$ cat src/pkg/wcs_pkg.sv
package wcs_pkg;
  // ---------------------------------------------------------------
  // clock and line timing
  // ---------------------------------------------------------------
  localparam int CLK_HZ       = 200_000_000;
  localparam int LINE_HZ      = 60;
  localparam int LINE_DIV_CYC = CLK_HZ / LINE_HZ;
  localparam int VALVE_MS     = 500;
  localparam int VALVE_CYC    = VALVE_MS * LINE_HZ / 1000;
  localparam int STUCK_MS     = 500;
  localparam int STUCK_CYC    = STUCK_MS * LINE_HZ / 1000;
  localparam int LONG_MS      = 1500;
  localparam int LONG_CYC     = LONG_MS * LINE_HZ / 1000;
  localparam int PU_SETTLE    = 7;
  // ---------------------------------------------------------------
  // widths and register map
  // ---------------------------------------------------------------
  localparam int VW      = 12;
  localparam int AW      = 8;
  localparam int NBTN    = 4;
  localparam int BTN_ENT = 0;
  localparam int BTN_PRG = 1;
  localparam logic [7:0] OFF_CTRL  = 8'h00;
  localparam logic [7:0] OFF_CLEAR = 8'h04;
  localparam logic [7:0] OFF_STAT  = 8'h08;
  localparam logic [7:0] OFF_VOLT  = 8'h0c;
  localparam int CTRL_COMP_LSB = 0;
  localparam int CTRL_PO_LSB   = 8;
  localparam int CTRL_BS_LSB   = 16;
  localparam int CTRL_PRG_BIT  = 24;
  localparam logic [31:0] CTRL_RESET = 32'h0000_0000;
  // ---------------------------------------------------------------
  // codes
  // ---------------------------------------------------------------
  localparam logic [7:0] ERR_NONE    = 8'h00;
  localparam logic [7:0] ERR_BS_LONG = 8'h05;
  localparam logic [7:0] ERR_BS_HELD = 8'h06;
  localparam logic [7:0] ERR_SETPT   = 8'h11;
  localparam logic [7:0] ERR_V_LOW   = 8'h13;
  localparam logic [7:0] ERR_V_HIGH  = 8'h14;
  localparam logic [4:0] PO_EOS      = 5'h06;
  localparam logic [4:0] PO_RETRACT  = 5'h08;
  localparam logic [4:0] PO_ERR_ANY  = 5'h0a;
  localparam logic [4:0] PO_FLASH    = 5'h0c;
  localparam logic [4:0] PO_FLASH_V3 = 5'h0d;
  localparam logic [4:0] PO_BREAK    = 5'h0e;
  localparam logic [4:0] PO_MINOR    = 5'h11;
  localparam logic [4:0] COMP_WIN_LO = 5'h0a;
  localparam logic [4:0] COMP_OLD_HI = 5'h05;
  localparam logic [1:0] BS_BACKSTEP = 2'h1;
  localparam logic [1:0] CLR_SCHED   = 2'h1;
  localparam logic [1:0] CLR_EXT     = 2'h2;
  localparam logic [VW-1:0] SP_MIN   = 12'h200;
  localparam logic [VW-1:0] SP_MAX   = 12'hf00;
endpackage

$ cat src/logic/wcs_supervisor.sv
// Behaviour
// RL1 - setpoint captured outside the allowed range shows error 17.
// RL2 - any front-panel button press clears a displayed error.
// RL3 - setpoint error while programming keeps compensation disabled, code zero.
// RL4 - average idle deviations; correct firing angle at each weld start.
// RL5 - codes 10 to 31 give a tolerance window raising no error inside.
// RL6 - writing the compensation code again re-captures the nominal setpoint.
// RL7 - average below setpoint minus threshold raises error 19.
// RL8 - average above setpoint plus threshold raises error 20.
// RL9 - output code 12: show error 30 line cycles, valve off, continue.
// RL10 - output codes 10, 13, 17: valve on 30 line cycles, continue.
// RL11 - output code 14: error shown, valve on, sequence halted.
// RL12 - clear code 01 erases schedules, 02 erases extended functions.
// RL13 - program mode, enter held, program click erases shown schedule.
// RL14 - program button held at power-up erases extended functions.
// RL15 - back-step mode: each momentary aux closure steps back one schedule.
// RL16 - aux contact held closed shows error 06.
// RL17 - held over 1.5 s returns to first schedule, error 05 flashes.
// RL18 - back-step code 00 makes aux a temperature limit switch input.
// RL19 - retraction output mode uses aux for retraction, no back-step.
// RL20 - open external no-weld input keeps the control in no-weld.
// RL21 - output code 06 turns the valve on half a second at sequence end.
// RL22 - debounce aux and time its closure in line cycles.
`timescale 1ns/1ps
module wcs_supervisor #(
  parameter int LINE_DIV = wcs_pkg::LINE_DIV_CYC
) (
  input  wire logic                   mclk,
  input  wire logic                   reset,
  input  wire logic [wcs_pkg::AW-1:0] paddr,
  input  wire logic                   psel,
  input  wire logic                   penable,
  input  wire logic                   pwrite,
  input  wire logic [31:0]            pwdata,
  output logic      [31:0]            prdata,
  output logic                        pready,
  output logic                        pslverr,
  input  wire logic [wcs_pkg::NBTN-1:0] btn_pin,
  input  wire logic                   aux_switch_closed,
  input  wire logic                   no_weld_closed,
  input  wire logic [wcs_pkg::VW-1:0] volt_sample,
  input  wire logic                   volt_valid,
  input  wire logic                   weld_busy,
  input  wire logic                   weld_init,
  input  wire logic                   seq_done,
  output logic [12:0]                 fire_correction,
  output logic [7:0]                  err_code,
  output logic                        err_flash,
  output logic                        valve_on,
  output logic                        seq_halt,
  output logic                        no_weld,
  output logic                        temp_limit_open,
  output logic                        back_step,
  output logic                        first_sched,
  output logic                        retract_toggle,
  output logic                        erase_sched_all,
  output logic                        erase_ext,
  output logic                        erase_sched_one
);
  import wcs_pkg::*;

  typedef struct packed {
    logic [4:0]    comp;
    logic [4:0]    po;
    logic [1:0]    bs;
    logic          prg;
    logic [VW-1:0] setpt;
    logic [15:0]   avg;
    logic [12:0]   corr;
    logic [7:0]    err;
    logic          halt;
    logic          valve;
    logic [6:0]    valve_tmr;
    logic [6:0]    err_tmr;
    logic [21:0]   div_cnt;
    logic          line_en;
    logic [6:0]    bs_cnt;
    logic [2:0]    pu_cnt;
    logic          pu_done;
    logic [NBTN-1:0] prev_btn;
    logic          prev_aux;
    logic          no_weld;
    logic          back;
    logic          first;
    logic          retract;
    logic          er_all;
    logic          er_ext;
    logic          er_one;
    logic          acc;
    logic [31:0]   rdata;
    logic          slverr;
  } wcs_state_t;

  wcs_state_t s;
  wcs_state_t n;
  logic [NBTN-1:0] btn_s;
  logic            aux_s;
  logic            nw_s;

  // ---------------------------------------------------------------
  // pin synchronisers
  // ---------------------------------------------------------------
  wcs_sync3 #(.WIDTH(NBTN + 2)) u_sync (
    .mclk  (mclk),
    .reset (reset),
    .din   ({btn_pin, aux_switch_closed, no_weld_closed}),
    .dout  ({btn_s, aux_s, nw_s})
  );

  // threshold percent for window codes, paired monitor/compensate codes
  function automatic logic [5:0] wcs_pct(input logic [4:0] code);
    logic [3:0] idx;
    idx = 4'((code - COMP_WIN_LO) >> 1);
    case (idx)
      4'h0:    wcs_pct = 6'h03;
      4'h1:    wcs_pct = 6'h05;
      default: wcs_pct = {2'b00, idx} * 6'h05;
    endcase
  endfunction

  logic          btn_press;
  logic          comp_en;
  logic          monitor;
  logic          bs_mode;
  logic          rt_mode;
  logic [VW-1:0] avg_v;
  logic [VW-1:0] thr;
  logic [VW:0]   win_lo;
  logic [VW:0]   win_hi;
  logic          volt_low;
  logic          volt_high;
  logic [16:0]   diff;
  logic [4:0]    wr_comp;
  logic          mapped;

  always_comb begin
    btn_press = |(btn_s & ~s.prev_btn);
    avg_v     = s.avg[15:4];
    comp_en   = (s.comp != 5'h00 && s.comp <= COMP_OLD_HI)
             || (s.comp >= COMP_WIN_LO && !s.comp[0]);
    monitor   = s.comp >= COMP_WIN_LO;
    // retraction owns the aux input, so back-step stays off there
    rt_mode   = s.po == PO_RETRACT;                               // [RL19]
    bs_mode   = s.bs == BS_BACKSTEP && !rt_mode;                  // [RL15]
    // percent scaled by 41/4096, close enough to 1/100 for a window
    thr       = VW'(({12'h000, s.setpt} * {18'h00000, wcs_pct(s.comp)} * 30'd41) >> 12);
    win_lo    = {1'b0, s.setpt} - {1'b0, thr};
    win_hi    = {1'b0, s.setpt} + {1'b0, thr};
    volt_low  = monitor && !win_lo[VW] && {1'b0, avg_v} < win_lo;  // [RL5] [RL7]
    volt_high = monitor && {1'b0, avg_v} > win_hi;                // [RL5] [RL8]
    diff      = {1'b0, volt_sample, 4'h0} - {1'b0, s.avg};
    wr_comp   = pwdata[CTRL_COMP_LSB +: 5];
    mapped    = paddr == OFF_CTRL || paddr == OFF_CLEAR || paddr == OFF_STAT
             || paddr == OFF_VOLT;
  end

  // ---------------------------------------------------------------
  // next state
  // ---------------------------------------------------------------
  always_comb begin
    n          = s;
    n.line_en  = 1'b0;
    n.back     = 1'b0;
    n.first    = 1'b0;
    n.retract  = 1'b0;
    n.er_all   = 1'b0;
    n.er_ext   = 1'b0;
    n.er_one   = 1'b0;
    n.prev_btn = btn_s;
    n.prev_aux = aux_s;
    n.no_weld  = !nw_s;                                           // [RL20]

    if (s.div_cnt == 22'(LINE_DIV - 1)) begin
      n.div_cnt = '0;
      n.line_en = 1'b1;
    end else begin
      n.div_cnt = s.div_cnt + 22'h1;
    end

    // power-up strap: program button sampled once inputs settle
    if (!s.pu_done) begin
      n.pu_cnt = s.pu_cnt + 3'h1;
      if (s.pu_cnt == 3'(PU_SETTLE)) begin
        n.pu_done = 1'b1;
        n.er_ext  = btn_s[BTN_PRG];                               // [RL14]
      end
    end else if (btn_press) begin
      // clear first so that any event below in this cycle wins
      n.err  = ERR_NONE;                                          // [RL2]
      n.halt = 1'b0;
      if (s.valve_tmr == 7'h00) begin
        n.valve = 1'b0;
      end
      if (s.prg && btn_s[BTN_ENT] && btn_s[BTN_PRG] && !s.prev_btn[BTN_PRG]) begin
        n.er_one = 1'b1;                                          // [RL13]
      end
    end

    // idle averaging, 1/16 exponential weight
    if (volt_valid && !weld_busy) begin
      n.avg = 16'({1'b0, s.avg} + 17'($signed(diff) >>> 4));     // [RL4]
    end

    if (s.line_en && s.valve_tmr != 7'h00) begin
      n.valve_tmr = s.valve_tmr - 7'h01;
      if (s.valve_tmr == 7'h01) begin
        n.valve = 1'b0;
      end
    end
    if (s.line_en && s.err_tmr != 7'h00) begin
      n.err_tmr = s.err_tmr - 7'h01;
      if (s.err_tmr == 7'h01 && (s.err == ERR_V_LOW || s.err == ERR_V_HIGH)) begin
        n.err = ERR_NONE;                                         // [RL9]
      end
    end

    if (weld_init) begin
      if (comp_en) begin
        n.corr = 13'({1'b0, s.setpt} - {1'b0, avg_v});            // [RL4]
      end
      if (volt_low || volt_high) begin
        n.err = volt_low ? ERR_V_LOW : ERR_V_HIGH;                // [RL7] [RL8]
        case (s.po)
          PO_FLASH: begin
            n.err_tmr = 7'(VALVE_CYC);                            // [RL9]
          end
          PO_ERR_ANY, PO_FLASH_V3, PO_MINOR: begin
            n.valve     = 1'b1;                                   // [RL10]
            n.valve_tmr = 7'(VALVE_CYC);
          end
          PO_BREAK: begin
            n.valve = 1'b1;                                       // [RL11]
            n.halt  = 1'b1;
          end
          default: begin
          end
        endcase
      end
    end

    if (seq_done && s.po == PO_EOS) begin
      n.valve     = 1'b1;                                         // [RL21]
      n.valve_tmr = 7'(VALVE_CYC);
    end

    // aux input: back-step, retraction or temperature limit
    if (rt_mode && aux_s && !s.prev_aux) begin
      n.retract = 1'b1;                                           // [RL19]
    end
    if (bs_mode && aux_s) begin
      if (s.line_en && s.bs_cnt != 7'(LONG_CYC)) begin
        n.bs_cnt = s.bs_cnt + 7'h01;                              // [RL22]
        if (s.bs_cnt == 7'(LONG_CYC - 1)) begin
          n.first = 1'b1;                                         // [RL17]
        end
      end
      if (s.bs_cnt == 7'(LONG_CYC)) begin
        n.err = ERR_BS_LONG;                                      // [RL17]
      end else if (s.bs_cnt >= 7'(STUCK_CYC)) begin
        n.err = ERR_BS_HELD;                                      // [RL16]
      end
    end else begin
      n.bs_cnt = 7'h00;
      // a closure that ends before any line-cycle tick never counts
      if (bs_mode && s.prev_aux && s.bs_cnt != 7'h00 && s.bs_cnt < 7'(STUCK_CYC)) begin
        n.back = 1'b1;                                            // [RL15] [RL22]
      end
      // a fresh error raised in this cycle must not be wiped
      if (n.err == ERR_BS_LONG) begin
        n.err = ERR_NONE;                                         // [RL17]
      end
    end

    // apb slave: read data latched in setup, write at the access edge
    if (psel && !penable) begin
      n.acc    = 1'b1;
      n.slverr = !mapped;
      n.rdata  = 32'h0000_0000;
      if (paddr == OFF_CTRL) begin
        n.rdata = {7'h00, s.prg, 6'h00, s.bs, 3'h0, s.po, 3'h0, s.comp};
      end else if (paddr == OFF_STAT) begin
        n.rdata = {4'h0, avg_v, 4'h0, comp_en, s.no_weld, s.halt, s.valve, s.err};
      end else if (paddr == OFF_VOLT) begin
        n.rdata = {3'h0, s.corr, 4'h0, s.setpt};
      end
    end else if (psel && penable && s.acc) begin
      n.acc = 1'b0;
      if (pwrite && paddr == OFF_CTRL) begin
        n.po   = pwdata[CTRL_PO_LSB +: 5];
        n.bs   = pwdata[CTRL_BS_LSB +: 2];                        // [RL18]
        n.prg  = pwdata[CTRL_PRG_BIT];
        n.comp = wr_comp;
        if (wr_comp != 5'h00) begin
          n.setpt = avg_v;                                        // [RL6]
          if (avg_v < SP_MIN || avg_v > SP_MAX) begin
            n.err  = ERR_SETPT;                                   // [RL1]
            n.comp = 5'h00;                                       // [RL3]
          end
        end
      end else if (pwrite && paddr == OFF_CLEAR && s.prg) begin
        n.er_all = pwdata[1:0] == CLR_SCHED;                      // [RL12]
        n.er_ext = pwdata[1:0] == CLR_EXT;                        // [RL12]
      end
    end else begin
      n.acc = 1'b0;
    end
  end

  always_ff @(posedge mclk or posedge reset) begin
    if (reset) begin
      s <= '0;
    end else begin
      s <= n;
    end
  end

  // ---------------------------------------------------------------
  // outputs
  // ---------------------------------------------------------------
  assign pready          = s.acc;
  assign prdata          = s.rdata;
  assign pslverr         = s.slverr;
  assign fire_correction = s.corr;
  assign err_code        = s.err;
  assign err_flash       = s.err == ERR_BS_LONG;
  assign valve_on        = s.valve;
  assign seq_halt        = s.halt;
  assign no_weld         = s.no_weld;
  assign temp_limit_open = !bs_mode && !rt_mode && !aux_s;        // [RL18]
  assign back_step       = s.back;
  assign first_sched     = s.first;
  assign retract_toggle  = s.retract;
  assign erase_sched_all = s.er_all;
  assign erase_ext       = s.er_ext;
  assign erase_sched_one = s.er_one;
endmodule

$ cat src/logic/wcs_sync3.sv
`timescale 1ns/1ps
module wcs_sync3 #(
  parameter int WIDTH = 1
) (
  input  wire logic             mclk,
  input  wire logic             reset,
  input  wire logic [WIDTH-1:0] din,
  output logic      [WIDTH-1:0] dout
);
  logic [WIDTH-1:0] s1;
  logic [WIDTH-1:0] s2;
  logic [WIDTH-1:0] s3;

  // a bit changes only once stages two and three agree
  always_ff @(posedge mclk or posedge reset) begin
    if (reset) begin
      s1   <= '0;
      s2   <= '0;
      s3   <= '0;
      dout <= '0;
    end else begin
      s1   <= din;
      s2   <= s1;
      s3   <= s2;
      dout <= (s2 & ~(s2 ^ s3)) | (dout & (s2 ^ s3));
    end
  end
endmodule

$ cat config.mk
export PLATFORM = sky130hd
export DESIGN_NAME = wcs_supervisor
export DESIGN_NICKNAME = d
export VERILOG_FILES = /design/src/pkg/wcs_pkg.sv /design/src/logic/wcs_supervisor.sv /design/src/logic/wcs_sync3.sv
export SDC_FILE = /design/constraint.sdc
export NUM_CORES = 1
export LEC_CHECK = 0
export CAP_MARGIN = 30
export CORE_UTILIZATION = 44
export CTS_CLUSTER_SIZE = 10
export DETAILED_ROUTE_END_ITERATION = 16
export DONT_BUFFER_PORTS = 1
export PLACE_DENSITY = 0.7
export SYNTH_ARGS = -nofsm -noshare
export SYNTH_HDL_FRONTEND = slang
export SYNTH_SLANG_ARGS = --single-unit
$ cat constraint.sdc
create_clock -name mclk -period 33.6 [get_ports mclk]
set_clock_uncertainty 0.1 [all_clocks]
set_input_delay 3.36 -clock mclk [delete_from_list [all_inputs] [get_ports mclk]]
set_output_delay 3.36 -clock mclk [all_outputs]
set_load 0.02 [all_outputs]
* Word level (Yosys, flattened, before mapping)
Cells that the tools add are included.
Storage, ports and cells: bits in registers 182
Operators by class: $add $sub $neg 11, order comparisons 8, equality and inequality tests 26, bitwise logic cells 8, multiply operators 3, reductions and logical operators 61, multiplexer cells 53
Operators with widths (count):
- 2-to-1 mux 8 bit | 13
- 2-to-1 mux 32 bit | 2
- 2-to-1 mux 24 bit | 2
- 2-to-1 mux 7 bit | 5
- logical AND 1 bit | 29
- 2-to-1 mux 29 bit | 1
- subtractor 12 x 12 -> 13 bit | 2
- == test 5 x 4 -> 1 bit, second input constant | 5
- == test 8 x 3 -> 1 bit, second input constant | 3
- multiplier 18 x 6 -> 24 bit, second input constant | 1
- adder 22 x 1 -> 22 bit, second input constant | 1
- == test 22 bit, second input constant | 1
- 2-to-1 mux 22 bit | 1
- nonzero test 7 bit | 3
- 2-to-1 mux 10 bit | 2
- 2-to-1 mux 1 bit | 19
- multiplier 12 x 6 -> 18 bit | 1
- subtractor 16 x 16 -> 17 bit | 1
- adder 16 bit | 1
- == test 8 x 4 -> 1 bit, second input constant | 2
- == test 8 x 5 -> 1 bit, second input constant | 2
- == test 7 x 1 -> 1 bit, second input constant | 2
- == test 7 bit, second input constant | 2
- subtractor 7 x 1 -> 7 bit, second input constant | 2
- other kinds (43) | 67

* Depth between registers and ports, before layout
word-level depth 20, gate-level depth with buffers 56, mapped depth without buffers 53

* Modules after synthesis
A second synthesis with hierarchy kept.
Second synthesis, totals: cell total of the unflattened synthesis 1597, area, all modules 14923.1 um2
By module, submodules not included:
- wcs_supervisor | instances 1, area an instance 14251.2 um2, sequential area each 3803.6 um2, cells an instance 1566
- wcs_sync3 | instances 1, area an instance 671.9 um2, sequential area each 600.6 um2, cells an instance 31

* Worst setup path after synthesis
No wires, ideal clock.
kind register -> register, start point register s[154] in the netlist's numbering, end point register s[81] in the netlist's numbering, data required time 33.420 ns, arrival time 10.689 ns, stages on the path, launching flop included 54, slack 22.730 ns, library setup time 0.080 ns, path buffers 2, clock period less this slack 10.870 ns, cells stage by stage dfrtp_1 buf_6 inv_1 ha_1 xnor2_1 ha_1 ha_1 inv_1 fa_1 xor2_1 nor2_1 clkbuf_1 nand2_1 fa_1 fa_1 fa_1 inv_1 ha_1 (+18 left out) ha_1 fa_1 o21ba_2 o21ai_1 a31oi_1 a21oi_1 a21oi_1 nor2_1 nor2_1 xnor2_1 ha_1 a211o_1 a211oi_1 a21o_1 o211ai_2 o21a_2 or3_4 o211ai_2
RTL lines:
- start: declaration | line wcs_supervisor.sv:94 | wcs_state_t s;
- start signal: assignment | line wcs_supervisor.sv:313 | s <= n;

==> flow_summary.toml <==
[outcome]
status = "finished, final reports clean"

[die]
core.rowCount = 67
core_area_sq_um = 33700
ioPinCount = 133
start_util_pct = 44.9
dieWidth_um = 188
die_area_sq_um = 35200
die_y_um = 188

[cells_and_area]
n_antenna_cell = 0
fin_nets = 1900
layout-drive-gt1-share_pct = 7.15
fillers = 3130
multi_input_area_sq_um = 9620
area_delta_synth_final_pct = 4.45
final_area_sq_um = 15800
utilization_pct = 46.9
ff_latch_area_sq_um = 4400

[logic_synthesis]
synthMuxAreaShare_pct = 2.64
synth_cell_type_count = 88
synth_area_leaders = "dfrtp_1 29%, ha_1 16%, fa_1 7.5%"
synth_compound_area_share_pct = 13.0
synth_top_family_by_area = "adder cells"
synth_xor_area_share_pct = 6.59
synth_ff_type = "dfrtp_1"
synth_edf_count = 0
synth_area_sq_um = 15100
synth_top_area_share_pct = 29.1
synthSimpleGateAreaFrac_pct = 17.2
yosysTopAreaCell = "dfrtp_1"
ys_seq_area_share_pct = 29.1
synth-adder-area-share_pct = 24.0
ys_warn_count = 0
yosys_register_bits = 176
synthCells = 1635
postSynthAreaPerCell_sq_um = 9.26
async_reset_ff_share_pct = 100

[worst_setup_path]
required_ns = 33.83
path_delay_family = "adder cells"
crit_arrival_ns = 13.28
critPathBufInv = 6
worst_path_max_delay_cell = "dfrtp_1"
cp.depth = 52
crit_fanout = 12
slowest_delay_ns = 0.55
critical_path_class = "flop to flop"
end_kind = "flop"
cp_common_cell = "ha_1"
r2r_cells = 52
crit_path_start_kind = "flop"

[global_route]
grt_start_max_net_pins = 111
globalRoute.totalOverflow = 0
antenna_found_initial = 1
grt_pass1_wl_mm = 59.0
grt_usage_pct = 20.9
grt_pass1_vias = 11299

[cts]
clockBufferDepth = 2
clock-sinks = 176
clockRootBuffer = "clkbuf_16"
cts_made_buffers = 17
cts_tree = "done"
ctsHoldBuffers = 0
postCtsSetupRepairBufs = 0
h-tree-depth = 4
cts_resized = 0
clk_pin_slew_worst_paths_ns = 0.07
clk_latency_ns = 0.45

[timing]
fmax_ghz = 0.0767
relSlewSlack_pct = 30.9
worstMarginPinSlew_ns = 1.03
final.setup.tns_ns = 0
hold_slack_ns = 0.253
hold_violations = 0
finalCritPeriodShare_pct = 38.8
min_period_ns = 13.04
setup_violations = 0
drv_slew = 0
rsz0062_at_grt = "false"

[detailed_routing]
drtAntennaViolNets = 0
vias = 11249
avgRoutedWirePerCell_um = 17.5
routed_wl_mm = 35.8
drt-pass1-iter-count = 7
drc_errors = 0
vias_per_cell = 5.51
first_iter_violations = 639

[pwr]
leakage_nw = 7.65
p_total_w = 0.000813
power_density_nw_per_um2 = 51.4
peakVddDrop_v = 0.0000608

[min_path]
hold_path_depth = 0
hp-class = "flop to flop"

[placement]
dpl_cell_area_sq_um = 15200
dpl.hpwl_mm = 27.8
finalWeightedCongestion = 0.892
io_buffers = 0

[run]
cap_violations = 0
synthesized netlist by cell type (all sizes together), types with 20 or more instances:
| cell | n |
|---|---|
| ha | 194 |
| nand4 | 20 |
| nand2 | 178 |
| inv | 158 |
| xor2 | 49 |
| a21o | 23 |
| dfrtp | 176 |
| and2 | 51 |
| buf | 63 |
| nor3 | 40 |
| nor2 | 92 |
| clkbuf | 22 |
| nand3 | 25 |
| fa | 57 |
| mux2 | 24 |
| a21oi | 55 |
| o21ai | 93 |
| xnor2 | 65 |
through the flow:
| step | std cells | setup slack, ns |
|---|---|---|
| floorplan | 1640 | 22.73 |
| global placement | 2009 | 21.07 |
| detailed placement | 2010 | 20.72 |
| CTS | 2042 | 20.62 |
| global route | 2043 | 19.71 |
| finish | 2043 | 20.56 |
logic make-up after synthesis:
family                   count (synthesis)
adder cells (fa/ha/maj)                257
AO/OA/AOI/OAI                          290
other                                    1
XOR/XNOR                               114
multiplexers                            37
buffers and inverters                  243
flip-flops                             176
AND/OR/NAND/NOR                        517
power by group:
part / total, W / internal (W) / switching, W
Combinational: 0.000356 / 0.000156 / 0.000200
Clock: 0.000188 / 0.0000983 / 0.0000896
Sequential: 0.000269 / 0.000229 / 0.0000400
final timing paths:
kind	slack [ns]	start	end
min in group asynchronous	2.68	reset	s[119]
worst min-delay path	0.25	u_sync.s1[0]	u_sync.s2[0]
max in group asynchronous	29.18	reset	s[90]
worst max-delay path	20.56	s[154]	valve_on
worst max register to register	20.56	s[154]	valve_on
worst min register to register	0.25	u_sync.s1[0]	u_sync.s2[0]
flip-flops by register name, indices dropped and copies added (netlist names), named ones only:
register,flops
avg_v,12
back_step,1
erase_ext,1
erase_sched_all,1
erase_sched_one,1
err_code,8
fire_correction,13
first_sched,1
no_weld,1
prdata,26
pready,1
pslverr,1
retract_toggle,1
s,82
seq_halt,1
u_sync.s1,6
u_sync.s2,6
u_sync.s3,6
valve_on,1
worst register-to-register path: cells and delay by family, from the launching register on:
family          cells  cell delay (ns)
flops               1             0.55
buf+inv             6             0.53
fa+ha+maj          14             5.11
simple gates       11             2.07
compound gates     16             3.34
xor+xnor            5             1.24
cell usage in the layout, fill, tap and decap left out, types with 49 or more instances in the layout:
master and instances:
ha_1 194, nand2_1 178, dfrtp_1 176, inv_1 157, nor2_1 92, o21ai_0 86
xnor2_1 65, fa_1 57, a21oi_1 52, and2_1 51, xor2_1 49
layout make-up:
type                            count  area share, %
Clock buffer                       20           2.82
Clock inverter                     12          0.657
Inverter                          158           3.78
Multi-Input combinational cell   1221           60.8
Sequential cell                   176           27.8
Tap cell                          448           3.54
Timing Repair Buffer                8          0.506
layer usage:
layer	routed length (um)	vias to the layer above	part of all wire (%)	track usage [%]
li1	-	5451	-	-
met1	16200	5473	45	28.0
met2	16700	277	47	34.5
met3	1860	48	5.2	3.33
met4	929	0	2.6	7.00
met5	0	-	0	0
(Power assumes the default switching activity.)
